## src/pct_pkg.sv

```systemverilog
// Shared types and constants for the opcode timing decoder
package pct_pkg;

  // Sequencer states, one-hot
  typedef enum logic [1:0] {
    ST_IDLE = 2'b01,
    ST_EXEC = 2'b10
  } pct_state_t;

  // Instruction class reported with each decoded opcode
  typedef enum logic [3:0] {
    K_ARITH   = 4'h0,
    K_LOGIC   = 4'h1,
    K_MOVE    = 4'h2,
    K_XRAM    = 4'h3,
    K_CODE    = 4'h4,
    K_STACK   = 4'h5,
    K_SWAP    = 4'h6,
    K_CALL    = 4'h7,
    K_JUMP    = 4'h8,
    K_BRANCH  = 4'h9,
    K_BIT     = 4'hA,
    K_ILLEGAL = 4'hB
  } pct_kind_t;

  // Which core condition decides a conditional branch
  typedef enum logic [3:0] {
    C_NONE   = 4'h0,
    C_ZERO   = 4'h1,
    C_NZERO  = 4'h2,
    C_CARRY  = 4'h3,
    C_NCARRY = 4'h4,
    C_BSET   = 4'h5,
    C_BCLR   = 4'h6,
    C_UNEQ   = 4'h7,
    C_DNZ    = 4'h8
  } pct_cond_t;

  // Condition levels from the core, same clock domain
  typedef struct packed {
    logic acc_zero;
    logic carry;
    logic bit_set;
    logic unequal;
    logic dec_nonzero;
  } pct_flags_t;

  // One decode table row
  typedef struct packed {
    pct_kind_t kind;
    logic [1:0] len;
    logic [4:0] cyc_nt;
    logic [4:0] cyc_tk;
    pct_cond_t cond;
  } pct_row_t;

  // Result handed back to the core
  typedef struct packed {
    pct_kind_t kind;
    logic [1:0] len;
    logic [4:0] cycles;
    logic taken;
  } pct_result_t;

  localparam logic [4:0] CYC_PRODUCT_8X8 = 5'h0B;
  localparam logic [4:0] CYC_PRODUCT_16X8 = 5'h14;
  localparam logic [4:0] CYC_DIVIDE_8X8 = 5'h0B;
  localparam logic [4:0] CYC_DIVIDE_16X8 = 5'h14;
  localparam logic [4:0] CNT_RESET = 5'h00;
  localparam pct_result_t RESULT_RESET = '{K_ILLEGAL, 2'h0, 5'h00, 1'b0};

endpackage

```

## src/pct_decoder.sv

```systemverilog
// Opcode decoder and cycle sequencer for the pipelined accumulator core
// What this block does
// RULE1: Add with register, direct, immediate and indirect forms at their lengths and times.
// RULE2: Add with carry: register one cycle, direct/immediate two, indirect two.
// RULE3: Subtract with borrow: direct and immediate two bytes two cycles, indirect two.
// RULE4: Subtract with borrow from a working register 0x98-0x9F: one byte, one cycle.
// RULE5: Increment accumulator, register, direct, indirect and data pointer at given times.
// RULE6: Decrement accumulator, register, direct and indirect at given times.
// RULE7: Multiply 0xA4 takes 11 cycles for 8x8 and 20 for 16x8.
// RULE8: Divide at 0x84 in two forms; decimal adjust 0xD4 one byte one cycle.
// RULE9: Logical and into accumulator or direct byte with given times.
// RULE10: Logical or into accumulator or direct byte with given times.
// RULE11: Exclusive or into accumulator or direct byte with given times.
// RULE12: Clear, complement, rotates and no-op one cycle; nibble swap four.
// RULE13: Load accumulator from register, direct, indirect or immediate.
// RULE14: Write working register from accumulator, direct or immediate.
// RULE15: Write direct byte from accumulator, register, direct, indirect or immediate.
// RULE16: Write indirect RAM three ways; load data pointer in three cycles.
// RULE17: Code table read via data pointer 7 cycles, via program counter 8.
// RULE18: External RAM reads 5 or 6 cycles, writes 4 or 5 cycles.
// RULE19: Push 5, pop 4, register exchange 3, other exchanges 4 cycles.
// RULE20: Calls take 7 cycles; both returns take 8.
// RULE21: Absolute and short jumps 4, long jump 5, indirect jump 6 cycles.
// RULE22: Zero, nonzero and register loop branches 3/5; carry branches 2/4.
// RULE23: Bit branches, compare branches and direct loop branch take 4/6.
// RULE24: Carry ops one cycle, bit writes three, bit-to-carry two, carry-to-bit three.
// RULE25: Each figure is one core clock; taken count only when condition holds.
`timescale 1ns/1ps

module pct_decoder (
  input wire logic mclk_in,
  input wire logic rst_in,
  input wire logic op_valid_in,
  input wire logic [7:0] opcode_in,
  input wire logic wide_form_in,
  input wire pct_pkg::pct_flags_t flags_in,
  output logic ready_out,
  output logic busy_out,
  output logic done_out,
  output pct_pkg::pct_result_t result_out
);

  pct_pkg::pct_state_t state_reg;
  pct_pkg::pct_state_t state_next;
  logic [4:0] cnt_reg;
  logic done_reg;
  pct_pkg::pct_result_t result_reg;
  pct_pkg::pct_row_t row;
  pct_pkg::pct_result_t dec;
  logic take;
  logic [4:0] prod_cyc;
  logic [4:0] div_cyc;
  logic accept;

  function automatic pct_pkg::pct_row_t op(input pct_pkg::pct_kind_t k,
      input logic [1:0] l, input logic [4:0] n);
    op = '{k, l, n, n, pct_pkg::C_NONE};
  endfunction

  function automatic pct_pkg::pct_row_t br(input logic [1:0] l,
      input logic [4:0] n, input logic [4:0] t, input pct_pkg::pct_cond_t c);
    br = '{pct_pkg::K_BRANCH, l, n, t, c};
  endfunction

  // Operand form picks the long multiply and divide counts
  assign prod_cyc = wide_form_in ? pct_pkg::CYC_PRODUCT_16X8 : pct_pkg::CYC_PRODUCT_8X8; // see RULE7
  assign div_cyc = wide_form_in ? pct_pkg::CYC_DIVIDE_16X8 : pct_pkg::CYC_DIVIDE_8X8; // see RULE8

  always_comb begin
    // Low nibble 1 is only used by the paged call and jump forms
    casez (opcode_in)
      8'b???10001:
        row = op(pct_pkg::K_CALL, 2'h2, 5'h07); // see RULE20
      8'b???00001:
        row = op(pct_pkg::K_JUMP, 2'h2, 5'h04); // see RULE21
      // Add
      8'b00101???: row = op(pct_pkg::K_ARITH, 2'h1, 5'h01); // see RULE1
      8'h24: row = op(pct_pkg::K_ARITH, 2'h2, 5'h02); // see RULE1
      8'h25: row = op(pct_pkg::K_ARITH, 2'h2, 5'h02); // see RULE1
      8'b0010011?: row = op(pct_pkg::K_ARITH, 2'h1, 5'h02); // see RULE1
      // Add with carry
      8'b00111???: row = op(pct_pkg::K_ARITH, 2'h1, 5'h01); // see RULE2
      8'h34: row = op(pct_pkg::K_ARITH, 2'h2, 5'h02); // see RULE2
      8'h35: row = op(pct_pkg::K_ARITH, 2'h2, 5'h02); // see RULE2
      8'b0011011?: row = op(pct_pkg::K_ARITH, 2'h1, 5'h02); // see RULE2
      // Subtract with borrow; register form matches the other register forms
      8'b10011???: row = op(pct_pkg::K_ARITH, 2'h1, 5'h01); // see RULE4
      8'h94: row = op(pct_pkg::K_ARITH, 2'h2, 5'h02); // see RULE3
      8'h95: row = op(pct_pkg::K_ARITH, 2'h2, 5'h02); // see RULE3
      8'b1001011?: row = op(pct_pkg::K_ARITH, 2'h1, 5'h02); // see RULE3
      // Increment
      8'h04: row = op(pct_pkg::K_ARITH, 2'h1, 5'h01); // see RULE5
      8'b00001???: row = op(pct_pkg::K_ARITH, 2'h1, 5'h02); // see RULE5
      8'h05: row = op(pct_pkg::K_ARITH, 2'h2, 5'h03); // see RULE5
      8'b0000011?: row = op(pct_pkg::K_ARITH, 2'h1, 5'h03); // see RULE5
      8'hA3: row = op(pct_pkg::K_ARITH, 2'h1, 5'h04); // see RULE5
      // Decrement
      8'h14: row = op(pct_pkg::K_ARITH, 2'h1, 5'h01); // see RULE6
      8'b00011???: row = op(pct_pkg::K_ARITH, 2'h1, 5'h02); // see RULE6
      8'h15: row = op(pct_pkg::K_ARITH, 2'h2, 5'h03); // see RULE6
      8'b0001011?: row = op(pct_pkg::K_ARITH, 2'h1, 5'h03); // see RULE6
      // Multiply and divide time follows the operand form
      8'hA4: row = op(pct_pkg::K_ARITH, 2'h1, prod_cyc); // see RULE7
      8'h84: row = op(pct_pkg::K_ARITH, 2'h1, div_cyc); // see RULE8
      // Decimal adjust
      8'hD4: row = op(pct_pkg::K_ARITH, 2'h1, 5'h01); // see RULE8
      // Logical and; high nibble 7 holds moves and bit ops, not logic
      8'b01011???: row = op(pct_pkg::K_LOGIC, 2'h1, 5'h01); // see RULE9
      8'h54: row = op(pct_pkg::K_LOGIC, 2'h2, 5'h02); // see RULE9
      8'h55: row = op(pct_pkg::K_LOGIC, 2'h2, 5'h02); // see RULE9
      8'b0101011?: row = op(pct_pkg::K_LOGIC, 2'h1, 5'h02); // see RULE9
      8'h52: row = op(pct_pkg::K_LOGIC, 2'h2, 5'h03); // see RULE9
      8'h53: row = op(pct_pkg::K_LOGIC, 2'h3, 5'h03); // see RULE9
      // Logical or
      8'b01001???: row = op(pct_pkg::K_LOGIC, 2'h1, 5'h01); // see RULE10
      8'h44: row = op(pct_pkg::K_LOGIC, 2'h2, 5'h02); // see RULE10
      8'h45: row = op(pct_pkg::K_LOGIC, 2'h2, 5'h02); // see RULE10
      8'b0100011?: row = op(pct_pkg::K_LOGIC, 2'h1, 5'h02); // see RULE10
      8'h42: row = op(pct_pkg::K_LOGIC, 2'h2, 5'h03); // see RULE10
      8'h43: row = op(pct_pkg::K_LOGIC, 2'h3, 5'h03); // see RULE10
      // Exclusive or
      8'b01101???: row = op(pct_pkg::K_LOGIC, 2'h1, 5'h01); // see RULE11
      8'h64: row = op(pct_pkg::K_LOGIC, 2'h2, 5'h02); // see RULE11
      8'h65: row = op(pct_pkg::K_LOGIC, 2'h2, 5'h02); // see RULE11
      8'b0110011?: row = op(pct_pkg::K_LOGIC, 2'h1, 5'h02); // see RULE11
      8'h62: row = op(pct_pkg::K_LOGIC, 2'h2, 5'h03); // see RULE11
      8'h63: row = op(pct_pkg::K_LOGIC, 2'h3, 5'h03); // see RULE11
      // Accumulator one-cycle operations and no-op, then the four-cycle nibble swap
      8'hE4: row = op(pct_pkg::K_LOGIC, 2'h1, 5'h01); // see RULE12
      8'hF4: row = op(pct_pkg::K_LOGIC, 2'h1, 5'h01); // see RULE12
      8'h23: row = op(pct_pkg::K_LOGIC, 2'h1, 5'h01); // see RULE12
      8'h33: row = op(pct_pkg::K_LOGIC, 2'h1, 5'h01); // see RULE12
      8'h03: row = op(pct_pkg::K_LOGIC, 2'h1, 5'h01); // see RULE12
      8'h13: row = op(pct_pkg::K_LOGIC, 2'h1, 5'h01); // see RULE12
      8'h00: row = op(pct_pkg::K_LOGIC, 2'h1, 5'h01); // see RULE12
      8'hC4: row = op(pct_pkg::K_LOGIC, 2'h1, 5'h04); // see RULE12
      // Load accumulator
      8'b11101???: row = op(pct_pkg::K_MOVE, 2'h1, 5'h01); // see RULE13
      8'hE5: row = op(pct_pkg::K_MOVE, 2'h2, 5'h02); // see RULE13
      8'h74: row = op(pct_pkg::K_MOVE, 2'h2, 5'h02); // see RULE13
      8'b1110011?: row = op(pct_pkg::K_MOVE, 2'h1, 5'h02); // see RULE13
      // Write working register
      8'b11111???: row = op(pct_pkg::K_MOVE, 2'h1, 5'h02); // see RULE14
      8'b10101???: row = op(pct_pkg::K_MOVE, 2'h2, 5'h03); // see RULE14
      8'b01111???: row = op(pct_pkg::K_MOVE, 2'h2, 5'h02); // see RULE14
      // Write direct byte
      8'hF5: row = op(pct_pkg::K_MOVE, 2'h2, 5'h02); // see RULE15
      8'b10001???: row = op(pct_pkg::K_MOVE, 2'h2, 5'h02); // see RULE15
      8'h85: row = op(pct_pkg::K_MOVE, 2'h3, 5'h03); // see RULE15
      8'h75: row = op(pct_pkg::K_MOVE, 2'h3, 5'h03); // see RULE15
      8'b1000011?: row = op(pct_pkg::K_MOVE, 2'h2, 5'h03); // see RULE15
      // Write indirect RAM, load data pointer
      8'b1111011?: row = op(pct_pkg::K_MOVE, 2'h1, 5'h02); // see RULE16
      8'b1010011?: row = op(pct_pkg::K_MOVE, 2'h2, 5'h03); // see RULE16
      8'b0111011?: row = op(pct_pkg::K_MOVE, 2'h2, 5'h02); // see RULE16
      8'h90: row = op(pct_pkg::K_MOVE, 2'h3, 5'h03); // see RULE16
      // Code table reads
      8'h93: row = op(pct_pkg::K_CODE, 2'h1, 5'h07); // see RULE17
      8'h83: row = op(pct_pkg::K_CODE, 2'h1, 5'h08); // see RULE17
      // External RAM
      8'b1110001?: row = op(pct_pkg::K_XRAM, 2'h1, 5'h05); // see RULE18
      8'hE0: row = op(pct_pkg::K_XRAM, 2'h1, 5'h06); // see RULE18
      8'b1111001?: row = op(pct_pkg::K_XRAM, 2'h1, 5'h04); // see RULE18
      8'hF0: row = op(pct_pkg::K_XRAM, 2'h1, 5'h05); // see RULE18
      // Stack and exchanges
      8'hC0: row = op(pct_pkg::K_STACK, 2'h2, 5'h05); // see RULE19
      8'hD0: row = op(pct_pkg::K_STACK, 2'h2, 5'h04); // see RULE19
      8'b11001???: row = op(pct_pkg::K_SWAP, 2'h1, 5'h03); // see RULE19
      8'hC5: row = op(pct_pkg::K_SWAP, 2'h2, 5'h04); // see RULE19
      8'b1100011?: row = op(pct_pkg::K_SWAP, 2'h1, 5'h04); // see RULE19
      8'b1101011?: row = op(pct_pkg::K_SWAP, 2'h1, 5'h04); // see RULE19
      // Calls and returns
      8'h12:
        row = op(pct_pkg::K_CALL, 2'h3, 5'h07); // see RULE20
      8'h22:
        row = op(pct_pkg::K_CALL, 2'h1, 5'h08); // see RULE20
      8'h32:
        row = op(pct_pkg::K_CALL, 2'h1, 5'h08); // see RULE20
      // Unconditional jumps
      8'h80:
        row = op(pct_pkg::K_JUMP, 2'h2, 5'h04); // see RULE21
      8'h02:
        row = op(pct_pkg::K_JUMP, 2'h3, 5'h05); // see RULE21
      8'h73:
        row = op(pct_pkg::K_JUMP, 2'h1, 5'h06); // see RULE21
      // Two-byte conditional branches
      8'h60:
        row = br(2'h2, 5'h03, 5'h05, pct_pkg::C_ZERO); // see RULE22
      8'h70:
        row = br(2'h2, 5'h03, 5'h05, pct_pkg::C_NZERO); // see RULE22
      8'b11011???:
        row = br(2'h2, 5'h03, 5'h05, pct_pkg::C_DNZ); // see RULE22
      8'h40:
        row = br(2'h2, 5'h02, 5'h04, pct_pkg::C_CARRY); // see RULE22
      8'h50:
        row = br(2'h2, 5'h02, 5'h04, pct_pkg::C_NCARRY); // see RULE22
      // Three-byte conditional branches
      8'h20:
        row = br(2'h3, 5'h04, 5'h06, pct_pkg::C_BSET); // see RULE23
      8'h10:
        row = br(2'h3, 5'h04, 5'h06, pct_pkg::C_BSET); // see RULE23
      8'h30:
        row = br(2'h3, 5'h04, 5'h06, pct_pkg::C_BCLR); // see RULE23
      8'hB4:
        row = br(2'h3, 5'h04, 5'h06, pct_pkg::C_UNEQ); // see RULE23
      8'hB5:
        row = br(2'h3, 5'h04, 5'h06, pct_pkg::C_UNEQ); // see RULE23
      8'b10111???:
        row = br(2'h3, 5'h04, 5'h06, pct_pkg::C_UNEQ); // see RULE23
      8'b1011011?:
        row = br(2'h3, 5'h04, 5'h06, pct_pkg::C_UNEQ); // see RULE23
      8'hD5:
        row = br(2'h3, 5'h04, 5'h06, pct_pkg::C_DNZ); // see RULE23
      // Carry and direct bit operations
      8'hC3:
        row = op(pct_pkg::K_BIT, 2'h1, 5'h01); // see RULE24
      8'hD3:
        row = op(pct_pkg::K_BIT, 2'h1, 5'h01); // see RULE24
      8'hB3:
        row = op(pct_pkg::K_BIT, 2'h1, 5'h01); // see RULE24
      8'hC2:
        row = op(pct_pkg::K_BIT, 2'h2, 5'h03); // see RULE24
      8'hD2:
        row = op(pct_pkg::K_BIT, 2'h2, 5'h03); // see RULE24
      8'hB2:
        row = op(pct_pkg::K_BIT, 2'h2, 5'h03); // see RULE24
      8'h92:
        row = op(pct_pkg::K_BIT, 2'h2, 5'h03); // see RULE24
      8'h82:
        row = op(pct_pkg::K_BIT, 2'h2, 5'h02); // see RULE24
      8'hB0:
        row = op(pct_pkg::K_BIT, 2'h2, 5'h02); // see RULE24
      8'h72:
        row = op(pct_pkg::K_BIT, 2'h2, 5'h02); // see RULE24
      8'hA0:
        row = op(pct_pkg::K_BIT, 2'h2, 5'h02); // see RULE24
      8'hA2:
        row = op(pct_pkg::K_BIT, 2'h2, 5'h02); // see RULE24
      // Unassigned code: retire in one cycle so the core never hangs
      default: row = op(pct_pkg::K_ILLEGAL, 2'h1, 5'h01);
    endcase
  end

  always_comb begin
    case (row.cond)
      pct_pkg::C_ZERO: take = flags_in.acc_zero;
      pct_pkg::C_NZERO: take = ~flags_in.acc_zero;
      pct_pkg::C_CARRY: take = flags_in.carry;
      pct_pkg::C_NCARRY: take = ~flags_in.carry;
      pct_pkg::C_BSET: take = flags_in.bit_set;
      pct_pkg::C_BCLR: take = ~flags_in.bit_set;
      pct_pkg::C_UNEQ: take = flags_in.unequal;
      pct_pkg::C_DNZ: take = flags_in.dec_nonzero;
      default: take = 1'b0;
    endcase
    dec.kind = row.kind;
    dec.len = row.len;
    dec.cycles = take ? row.cyc_tk : row.cyc_nt; // see RULE25
    dec.taken = take;
  end

  assign accept = op_valid_in && (state_reg == pct_pkg::ST_IDLE);

  always_comb begin
    case (state_reg)
      pct_pkg::ST_IDLE: state_next = accept ? pct_pkg::ST_EXEC : pct_pkg::ST_IDLE;
      pct_pkg::ST_EXEC: state_next = (cnt_reg == 5'h00) ? pct_pkg::ST_IDLE : pct_pkg::ST_EXEC;
      default: state_next = pct_pkg::ST_IDLE;
    endcase
  end

  always_ff @(posedge mclk_in) begin
    if (rst_in) begin
      state_reg <= pct_pkg::ST_IDLE;
    end else begin
      state_reg <= state_next;
    end
  end

  // One count per core clock; busy stands exactly the table figure
  always_ff @(posedge mclk_in) begin
    if (rst_in) begin
      cnt_reg <= pct_pkg::CNT_RESET;
    end else if (accept) begin
      cnt_reg <= dec.cycles - 5'h01; // see RULE25
    end else if (cnt_reg != 5'h00) begin
      cnt_reg <= cnt_reg - 5'h01;
    end
  end

  // Flags are sampled once at issue; later changes cannot alter timing
  always_ff @(posedge mclk_in) begin
    if (rst_in) begin
      result_reg <= pct_pkg::RESULT_RESET;
    end else if (accept) begin
      result_reg <= dec;
    end
  end

  always_ff @(posedge mclk_in) begin
    if (rst_in) begin
      done_reg <= 1'b0;
    end else begin
      done_reg <= (state_reg == pct_pkg::ST_EXEC) && (cnt_reg == 5'h00);
    end
  end

  assign ready_out = state_reg[0];
  assign busy_out = state_reg[1];
  assign done_out = done_reg;
  assign result_out = result_reg;

endmodule // pct_decoder

```

## config.mk

```make
export PLATFORM = sky130hd
export DESIGN_NAME = pct_decoder
export DESIGN_NICKNAME = d
export VERILOG_FILES = /design/src/pct_pkg.sv /design/src/pct_decoder.sv
export SDC_FILE = /design/constraint.sdc
export NUM_CORES = 1
export LEC_CHECK = 0
export ABC_CLOCK_PERIOD_IN_PS = 9100
export BUFFER_PORTS_ARGS = -buffer_cell sky130_fd_sc_hd__buf_2
export CAP_MARGIN = 20
export CORE_MARGIN = 1.5
export CORE_UTILIZATION = 60
export DETAILED_ROUTE_END_ITERATION = 8
export GPL_TIMING_DRIVEN = 1
export PLACE_DENSITY = 0.92
export SETUP_SLACK_MARGIN = 0.4
export SLEW_MARGIN = 0
export SYNTH_ARGS = -nofsm -noshare
export SYNTH_HDL_FRONTEND = slang
export SYNTH_SLANG_ARGS = --single-unit
```

## constraint.sdc

```tcl
create_clock -name mclk_in -period 9.1 [get_ports mclk_in]
set_clock_uncertainty 0.05 [all_clocks]
set_input_delay 1.365 -clock mclk_in [delete_from_list [all_inputs] [get_ports mclk_in]]
set_output_delay 1.365 -clock mclk_in [all_outputs]
set_load 0.1 [all_outputs]
```

Yosys cells after proc, flatten, opt, wreduce, memory -nomap -nowiden
Index checks and enable logic that the tools add are counted.
- flip-flop bits (word level): 20
- input bits: 17
- output and inout bits: 15
- add/subtract/negate cells: 2
- equal/unequal tests: 120
- multiplexer cells: 9
- bitwise logic cells: 3
- reduce and logical (&&, ||, !) cells: 30
- operators with widths (kind ; count):
    case mux 20 bit (46 select lines) ; 1
    == test 8 bit, second input constant ; 35
    == test 8 x 7 -> 1 bit, second input constant ; 20
    == test 8 x 6 -> 1 bit, second input constant ; 10
    == test 7 bit, second input constant ; 10
    == test 5 bit, second input constant ; 9
    == test 8 x 5 -> 1 bit, second input constant ; 5
    == test 7 x 6 -> 1 bit, second input constant ; 4
    OR reduction 6 bit ; 4
    OR reduction 3 bit ; 7
    == test 5 x 4 -> 1 bit, second input constant ; 4
    2-to-1 mux 5 bit ; 4
    == test 4 x 3 -> 1 bit, second input constant ; 4
    == test 8 x 2 -> 1 bit, second input constant ; 2
    == test 8 x 3 -> 1 bit, second input constant ; 2
    OR reduction 2 bit ; 8
    == test 7 x 5 -> 1 bit, second input constant ; 2
    == test 5 x 1 -> 1 bit, second input constant ; 2
    == test 5 x 3 -> 1 bit, second input constant ; 2
    OR reduction 10 bit ; 1
    OR reduction 5 bit ; 2
    subtractor 5 x 1 -> 5 bit, second input constant ; 2
    == test 4 x 2 -> 1 bit, second input constant ; 2
    zero test 8 bit ; 1
    16 further kinds ; 21

Longest topological paths before layout
Gate-level depths: netlist of the first run.
- depth in word-level cells: 8
- mapped depth: 13
- mapped depth without buffers: 10

Least setup slack after synthesis of the first run
Ideal clock, no wire load.
- path kind: input to register
- from: in opcode_in[3]
- to: reg cnt_reg[4]
- library setup time: 70 ps
- data arrival time: 3894 ps
- required time: 8980 ps
- setup slack: 5086 ps
- cell stages on the path: 11
- path buffers: 1
- cells stage by stage: clkbuf_2 -> or4_4 -> or4_4 -> a21o_1 -> a32o_2 -> mux2i_1 -> nand3_1 -> o2bb2ai_2 -> ha_1 -> a31o_2 -> a21oi_1
- longest elaborated chain between the ends: 8
- ends and longest elaborated chain (element ; line ; text):
    start: declaration ; pct_decoder.sv:34 ; input wire logic [7:0] opcode_in,
    == test 8 x 5 -> 1 bit (tied with other cells) ; pct_decoder.sv:71 ; casez (opcode_in)
    OR reduction 10 bit (no source line) (tied with other cells) ; - ;
    case mux 20 bit (46 select lines) (*) ; pct_decoder.sv:71 ;
    == test 4 bit (tied with other cells) ; pct_decoder.sv:245 ; case (row.cond)
    case mux 1 bit (8 select lines) ; pct_decoder.sv:245 ;
    2-to-1 mux 5 bit (*) ; pct_decoder.sv:258 ; dec.cycles = take ? row.cyc_tk : row.cyc_nt;
    subtractor 5 x 1 -> 5 bit (*) ; pct_decoder.sv:285 ; cnt_reg <= dec.cycles - 5'h01;
    2-to-1 mux 5 bit (*) ; pct_decoder.sv:284 ; end else if (accept) begin
    end signal: assignment ; pct_decoder.sv:283 ; cnt_reg <= pct_pkg::CNT_RESET;
    end signal: assignment ; pct_decoder.sv:285 ;
    end signal: assignment ; pct_decoder.sv:287 ; cnt_reg <= cnt_reg - 5'h01;
    end: declaration ; pct_decoder.sv:45 ; logic [4:0] cnt_reg;
Mark *: on every way between the ends. The rest lies on a longest branch, timed or not.
A chain may end at the register's enable or synchronous reset.

Final worst setup path of the first run
- from: in opcode_in[5]
- to: reg cnt_reg[4]
Same word-level chain as after synthesis.

==> results.ini, run 1 <==
[global_route]
grt_pass1_wl_um=11500
antenna_found_initial=0
grt_overflow_total=0
gr-usage-all-layers_pct=34.2
grt_max_degree=43
grt_pass1_vias=2436

[clocking]
path_clk_slew_ns=0.08
cts_resized=0
cts_buffer_depth=2
post_cts_buffers=0
numCtsBuffers=3
ctsRootBufferMaster=clkbuf_8
holdBufCountCts=0
clk_latency_ns=0.26
cts_tree=done
htreeDepth=1
clock-sinks=20

[setup_path]
end_kind=flop
worstPathArrival_ns=4.42
worstPathRequired_ns=9.20
worstSetupPathType=input port to flop
startpoint_type=input port
crit_fanout=42

[final_layout]
largest_reg_flops=12
areaGrowthSynthToFinish_pct=7.47
drive_gt1_share_pct=15.4
diodes=0
nets=358

[floorplanning]
die_area_sq_um=4180
initial_core_util_pct=62.2
ios=32
die_h_um=64.6
die_x_um=64.6
rows=22
core-area_sq_um=3660

[timing]
maxSlewViolCount=0
setup_viol=0
clock.fmax_mhz=232
fin_crit_ns=4.32
worst_slew_pin_slew_ns=1.10
hold_viol=0
rsz0062_at_grt=false
post-route-period-util_pct=47.5
slew_headroom_pct=25.9
timing.setup.tns_ns=0

[detailed_routing]
drtIter0Drc=267
postRouteAntennaNets=0
viasPerCell=6.99
drt_first_pass_iters=5
route.detailed.drc=0
num_vias=2691
drt-total-wl_um=6900
wl_per_cell_um=17.9

[pwr]
ir_drop_mv=0.108
p_per_area_nw_per_um2=169
total_power_w=0.000414
p_leak_nw=0.979

[run]
cap_violations=0

[worst_hold_path]
worstHoldPathType=flop to flop

[synthesis]
synth-main-ff-cell=dfxtp_1
async_reset_ff_share_pct=0
netlist_area_sq_um=2280
ys_seq_area_share_pct=17.6
synth_edf_count=0
ys_ff_latch=20
synth.avg_cell_area_sq_um=6.95
yosys.cell_types.count=67
ys_warn_count=0
netlist_instances=328
synth_nets=348

[placement]
numPortBuffers=31
place.gp.congestion=1.02
dp_hpwl_um=5110

[outcome]
status=completed

==> kinds of logic after synthesis <==
| group | count (synthesis) | synth area share (%) |
|---|---|---|
| xor gates and xnor gates | 1 | 0.384 |
| DFF | 20 | 17.6 |
| adders and majority gates | 3 | 1.65 |
| buffers and inverters | 32 | 6.26 |
| AOI/OAI and AO/OA | 98 | 29.3 |
| muxes | 5 | 2.25 |
| and+or+nand+nor | 169 | 42.6 |
==> cells in the final DEF (no fill, tap or decap), drive strengths merged, types with 5 or more instances in the layout <==
master	netlist	final
nand3b	5	5
nand4	6	6
nand2b	7	7
o211ai	5	5
a211oi	7	7
and3	6	6
nand3	16	16
nor4	9	9
nor3b	6	6
nor2b	12	12
nor2	32	32
and2	6	6
o21ai	21	21
inv	5	5
nor3	8	8
nand2	27	27
a21oi	24	24
dfxtp	20	20
buf	15	32
==> path summary, 6_finish.rpt <==
path | start | to | cells after the start | slack [ns]
worst max-delay path | opcode_in[5] | cnt_reg[4]$_SDFFE_PP0P_ | 11 | 4.78
worst min-delay path | result_out[2]$_SDFFE_PP0P_ | result_out[2]$_SDFFE_PP0P_ | 2 | 0.41
worst max register to register | state_reg[1]$_SDFF_PP0_ | cnt_reg[4]$_SDFFE_PP0P_ | 10 | 6.06
worst min register to register | result_out[2]$_SDFFE_PP0P_ | result_out[2]$_SDFFE_PP0P_ | 2 | 0.41
==> synth_stat cells (6+ instances only) <==
cell,instances,area (sq um)
o21ai_0,21,105
a21oi_1,22,110
nand2b_1,7,43.8
nand4_1,6,37.5
buf_2,11,55.1
dfxtp_1,20,400
nor2b_1,12,75.1
and3_1,6,37.5
nand2_1,27,101
a211oi_1,7,52.6
nor2_1,32,120
nand3_1,16,80.1
clkbuf_1,11,41.3
nor3b_1,6,45.0
nor4_1,8,50.1
nor3_1,8,40.0
==> layout make-up <==
| class | count | area [sq um] |
|---|---|---|
| tap | 48 | 60.1 |
| timing repair buffer | 32 | 163 |
| multi-input combinational | 276 | 1740 |
| inverter | 5 | 18.8 |
| clock inverter | 1 | 30.0 |
| fill | 339 | 1210 |
| sequential | 20 | 400 |
| clock buffer | 3 | 41.3 |
==> layer usage <==
metal / track usage (%) / up-vias / part of all wire (%)
met1: 43.7 / 1210 / 41
met4: 15.7 / 0 / 4.4
met3: 8.68 / 38 / 10
met2: 54.0 / 185 / 44
li1: - / 1258 / -
met5: 0 / - / 0
==> power breakdown <==
part           switching, W  internal, W   total, W
logic              0.000151    0.0000588   0.000209
registers        0.00000950     0.000106   0.000115
clock network     0.0000310    0.0000588  0.0000898
total              0.000191     0.000223   0.000414
==> worst max-delay path, cell delays in order <==
cell and delay, ns:
buf_2 0.53, nand2_1 0.34, nand2_1 0.13, o21ai_0 0.11, a21o_1 0.23, or4b_2 0.61
nor4b_1 0.39, o2bb2ai_1 0.23, ha_1 0.26, a31o_2 0.16, a21oi_1 0.07
==> metrics by stage <==
stage / setup WS (ns) / utilization [%] / cells / area, sq um / hold WS, ns
global route: 4.58 / 66.9 / 385 / 2450 / 0.454
detailed placement: 4.63 / 64.9 / 381 / 2380 / 0.395
finish: 4.78 / 66.9 / 385 / 2450 / 0.408
floorplan: 5.09 / - / 328 / 2280 / 0.471
CTS: 4.86 / 66.9 / 385 / 2450 / 0.405
global placement: 4.64 / 64.9 / 381 / 2380 / 0.390
Power figures use the tool's default switching activity.
==> run 2, diff against run 1 <==
--- a/config.mk
+++ b/config.mk
@@ -5,14 +5,14 @@
 export SDC_FILE = /design/constraint.sdc
 export NUM_CORES = 1
 export LEC_CHECK = 0
-export ABC_CLOCK_PERIOD_IN_PS = 9100
+export ABC_CLOCK_PERIOD_IN_PS = 3550
 export BUFFER_PORTS_ARGS = -buffer_cell sky130_fd_sc_hd__buf_2
 export CAP_MARGIN = 20
 export CORE_MARGIN = 1.5
-export CORE_UTILIZATION = 60
+export CORE_UTILIZATION = 53
 export DETAILED_ROUTE_END_ITERATION = 8
 export GPL_TIMING_DRIVEN = 1
-export PLACE_DENSITY = 0.92
+export PLACE_DENSITY = 0.87
 export SETUP_SLACK_MARGIN = 0.4
 export SLEW_MARGIN = 0
 export SYNTH_ARGS = -nofsm -noshare
==> constraint.sdc (replaced) <==
create_clock -name mclk_in -period 3.55 [get_ports mclk_in]
set_clock_uncertainty 0.05 [all_clocks]
set_input_delay 0.5325 -clock mclk_in [delete_from_list [all_inputs] [get_ports mclk_in]]
set_output_delay 0.5325 -clock mclk_in [all_outputs]
set_load 0.1 [all_outputs]
==> run 2 against run 1 <==
Non-clock buffer count increased by 25; first-iteration DRC count increased by 25%; routed wire length increased by 6.2%; sequential cell count unchanged; largest power group unchanged; power increased to 2.7 times the previous value; design area increased by 9.3%; sequential share of layout area decreased by 1.3 points; combinational power increased to 2.8 times the previous value; critical endpoint unchanged.
==> results.ini, run 2 (synthesis results as in run 1) <==
[floorplanning]
die_x_um=68.6
core-area_sq_um=4060
rows=23
die_area_sq_um=4700
ios=32
initial_core_util_pct=56.2
die_h_um=68.6

[final_layout]
drive_gt1_share_pct=23.5
utilization_pct=66.0
diodes=0
nets=383
layout_common_cells=nor2_1 (30), nand2_1 (27), buf_2 (27)
seqCellArea_sq_um=402
largest_reg_flops=12
areaGrowthSynthToFinish_pct=17.5
multi_input_area_sq_um=1750
fill_cells=354
mostFrequentLayoutCell=nor2_1

[clocking]
numCtsBuffers=3
path_clk_slew_ns=0.07
ctsRootBufferMaster=clkbuf_8
cts_tree=done
clock-sinks=20
clk_latency_ns=0.25
cts_buffer_depth=2
htreeDepth=1

[timing]
worst_slew_pin_slew_ns=0.547
setup_viol=0
rsz0062_at_grt=true
hold_viol=0
post-route-period-util_pct=86.0
clock.fmax_mhz=327
fin_crit_ns=3.05
slew_headroom_pct=63.0
whs_ns=0.432
maxSlewViolCount=0
timing.setup.tns_ns=0

[worst_hold_path]
hold_depth=2
worstHoldPathType=flop to flop

[setup_path]
startpoint=opcode_in[3]
crit_fanout=14
startpoint_type=input port
r2r_slack_ns=0.96
worstPathArrival_ns=3.20
r2r-end=cnt_reg[2]$_SDFFE_PP0P_
critPathCapture=cnt_reg[4]$_SDFFE_PP0P_
r2r-start=state_reg[1]$_SDFF_PP0_
worstPathRequired_ns=3.69
worstSetupPathType=input port to flop
reg2reg_depth=10
end_kind=flop

[global_route]
grt_max_degree=26
grt_pass1_vias=2429
grt_pass1_wl_um=11400
antenna_found_initial=0
gr-usage-all-layers_pct=31.9
grt_overflow_total=0

[detailed_routing]
drt-total-wl_um=7340
num_vias=2794
postRouteAntennaNets=0
wl_per_cell_um=17.8
route.detailed.drc=0
drtIter0Drc=335
drt_first_pass_iters=5
viasPerCell=6.78

[pwr]
p_per_area_nw_per_um2=411
ir_drop_mv=0.178
p_leak_nw=1.11

[placement]
numPortBuffers=31
place.gp.congestion=1.07
dp_hpwl_um=5520

[run]
cap_violations=0

[outcome]
status=completed

[run 2: changes by cell type in the layout (fill, tap and decap cells not counted), sizes merged]
cell	delta
buf	+22
clkbuf	+3
[run 2: area by class of cell]
class                           instances  area share [%]
Tap cell                               50            2.34
Sequential cell                        20            15.0
Clock buffer                            3            1.54
Clock inverter                          1            1.12
Timing Repair Buffer                   57            13.7
Multi-Input combinational cell        276            65.5
Inverter                                5           0.701
[run 2: stage by stage]
step	instance area (sq um)	instances	setup slack [ns]	power (W)
after floorplan	2280	328	0.406	0.000734
after global placement	2560	406	0.177	0.000849
after detailed placement	2560	406	0.175	0.000859
after CTS	2630	410	0.444	0.00108
after global routing	2680	412	0.390	0.00116
final	2680	412	0.496	0.00110
[run 2: critical path, cell delays in order]
cell and delay, ns:
buf_2 0.19, or4_4 0.55, or4_4 0.52, a21o_1 0.17, a32o_2 0.26, mux2i_1 0.15
nand3_1 0.14, o2bb2ai_2 0.16, ha_2 0.21, a31o_2 0.19, a21oi_1 0.12
[run 2: worst min path at each step]
stage,endpoint,slack [ns],start
finish,result_out[2]$_SDFFE_PP0P_,0.43,result_out[2]$_SDFFE_PP0P_
floorplan,done_out$_SDFF_PP0_,0.47,cnt_reg[0]$_SDFFE_PP0P_
global placement,result_out[2]$_SDFFE_PP0P_,0.39,result_out[2]$_SDFFE_PP0P_
CTS,result_out[2]$_SDFFE_PP0P_,0.43,result_out[2]$_SDFFE_PP0P_
detailed placement,result_out[2]$_SDFFE_PP0P_,0.42,result_out[2]$_SDFFE_PP0P_
global route,result_out[11]$_SDFFE_PP1P_,0.48,result_out[11]$_SDFFE_PP1P_
[run 2: power by group]
part           switching [W]  internal, W  leakage, nW  total, W
clock network      0.0000714     0.000150       0.0357  0.000222
logic               0.000396     0.000187        0.908  0.000583
registers          0.0000241     0.000272        0.164  0.000296
total               0.000491     0.000609         1.11   0.00110
[run 2: per-layer routing]
layer  vias up  routed length [um]  global-route usage, %
li1       1312                   -                      -
met1      1235                2960                   43.3
met2       210                3230                   50.2
met3        37                 877                   5.52
met4         0                 271                   11.5
met5         -                   0                      0
[run 2: timing repair]
item	in CTS	in global routing
resized for setup	0	13
endpoints found under the setup margin	0	4
setup buffers	0	2
hold buffers	0	0
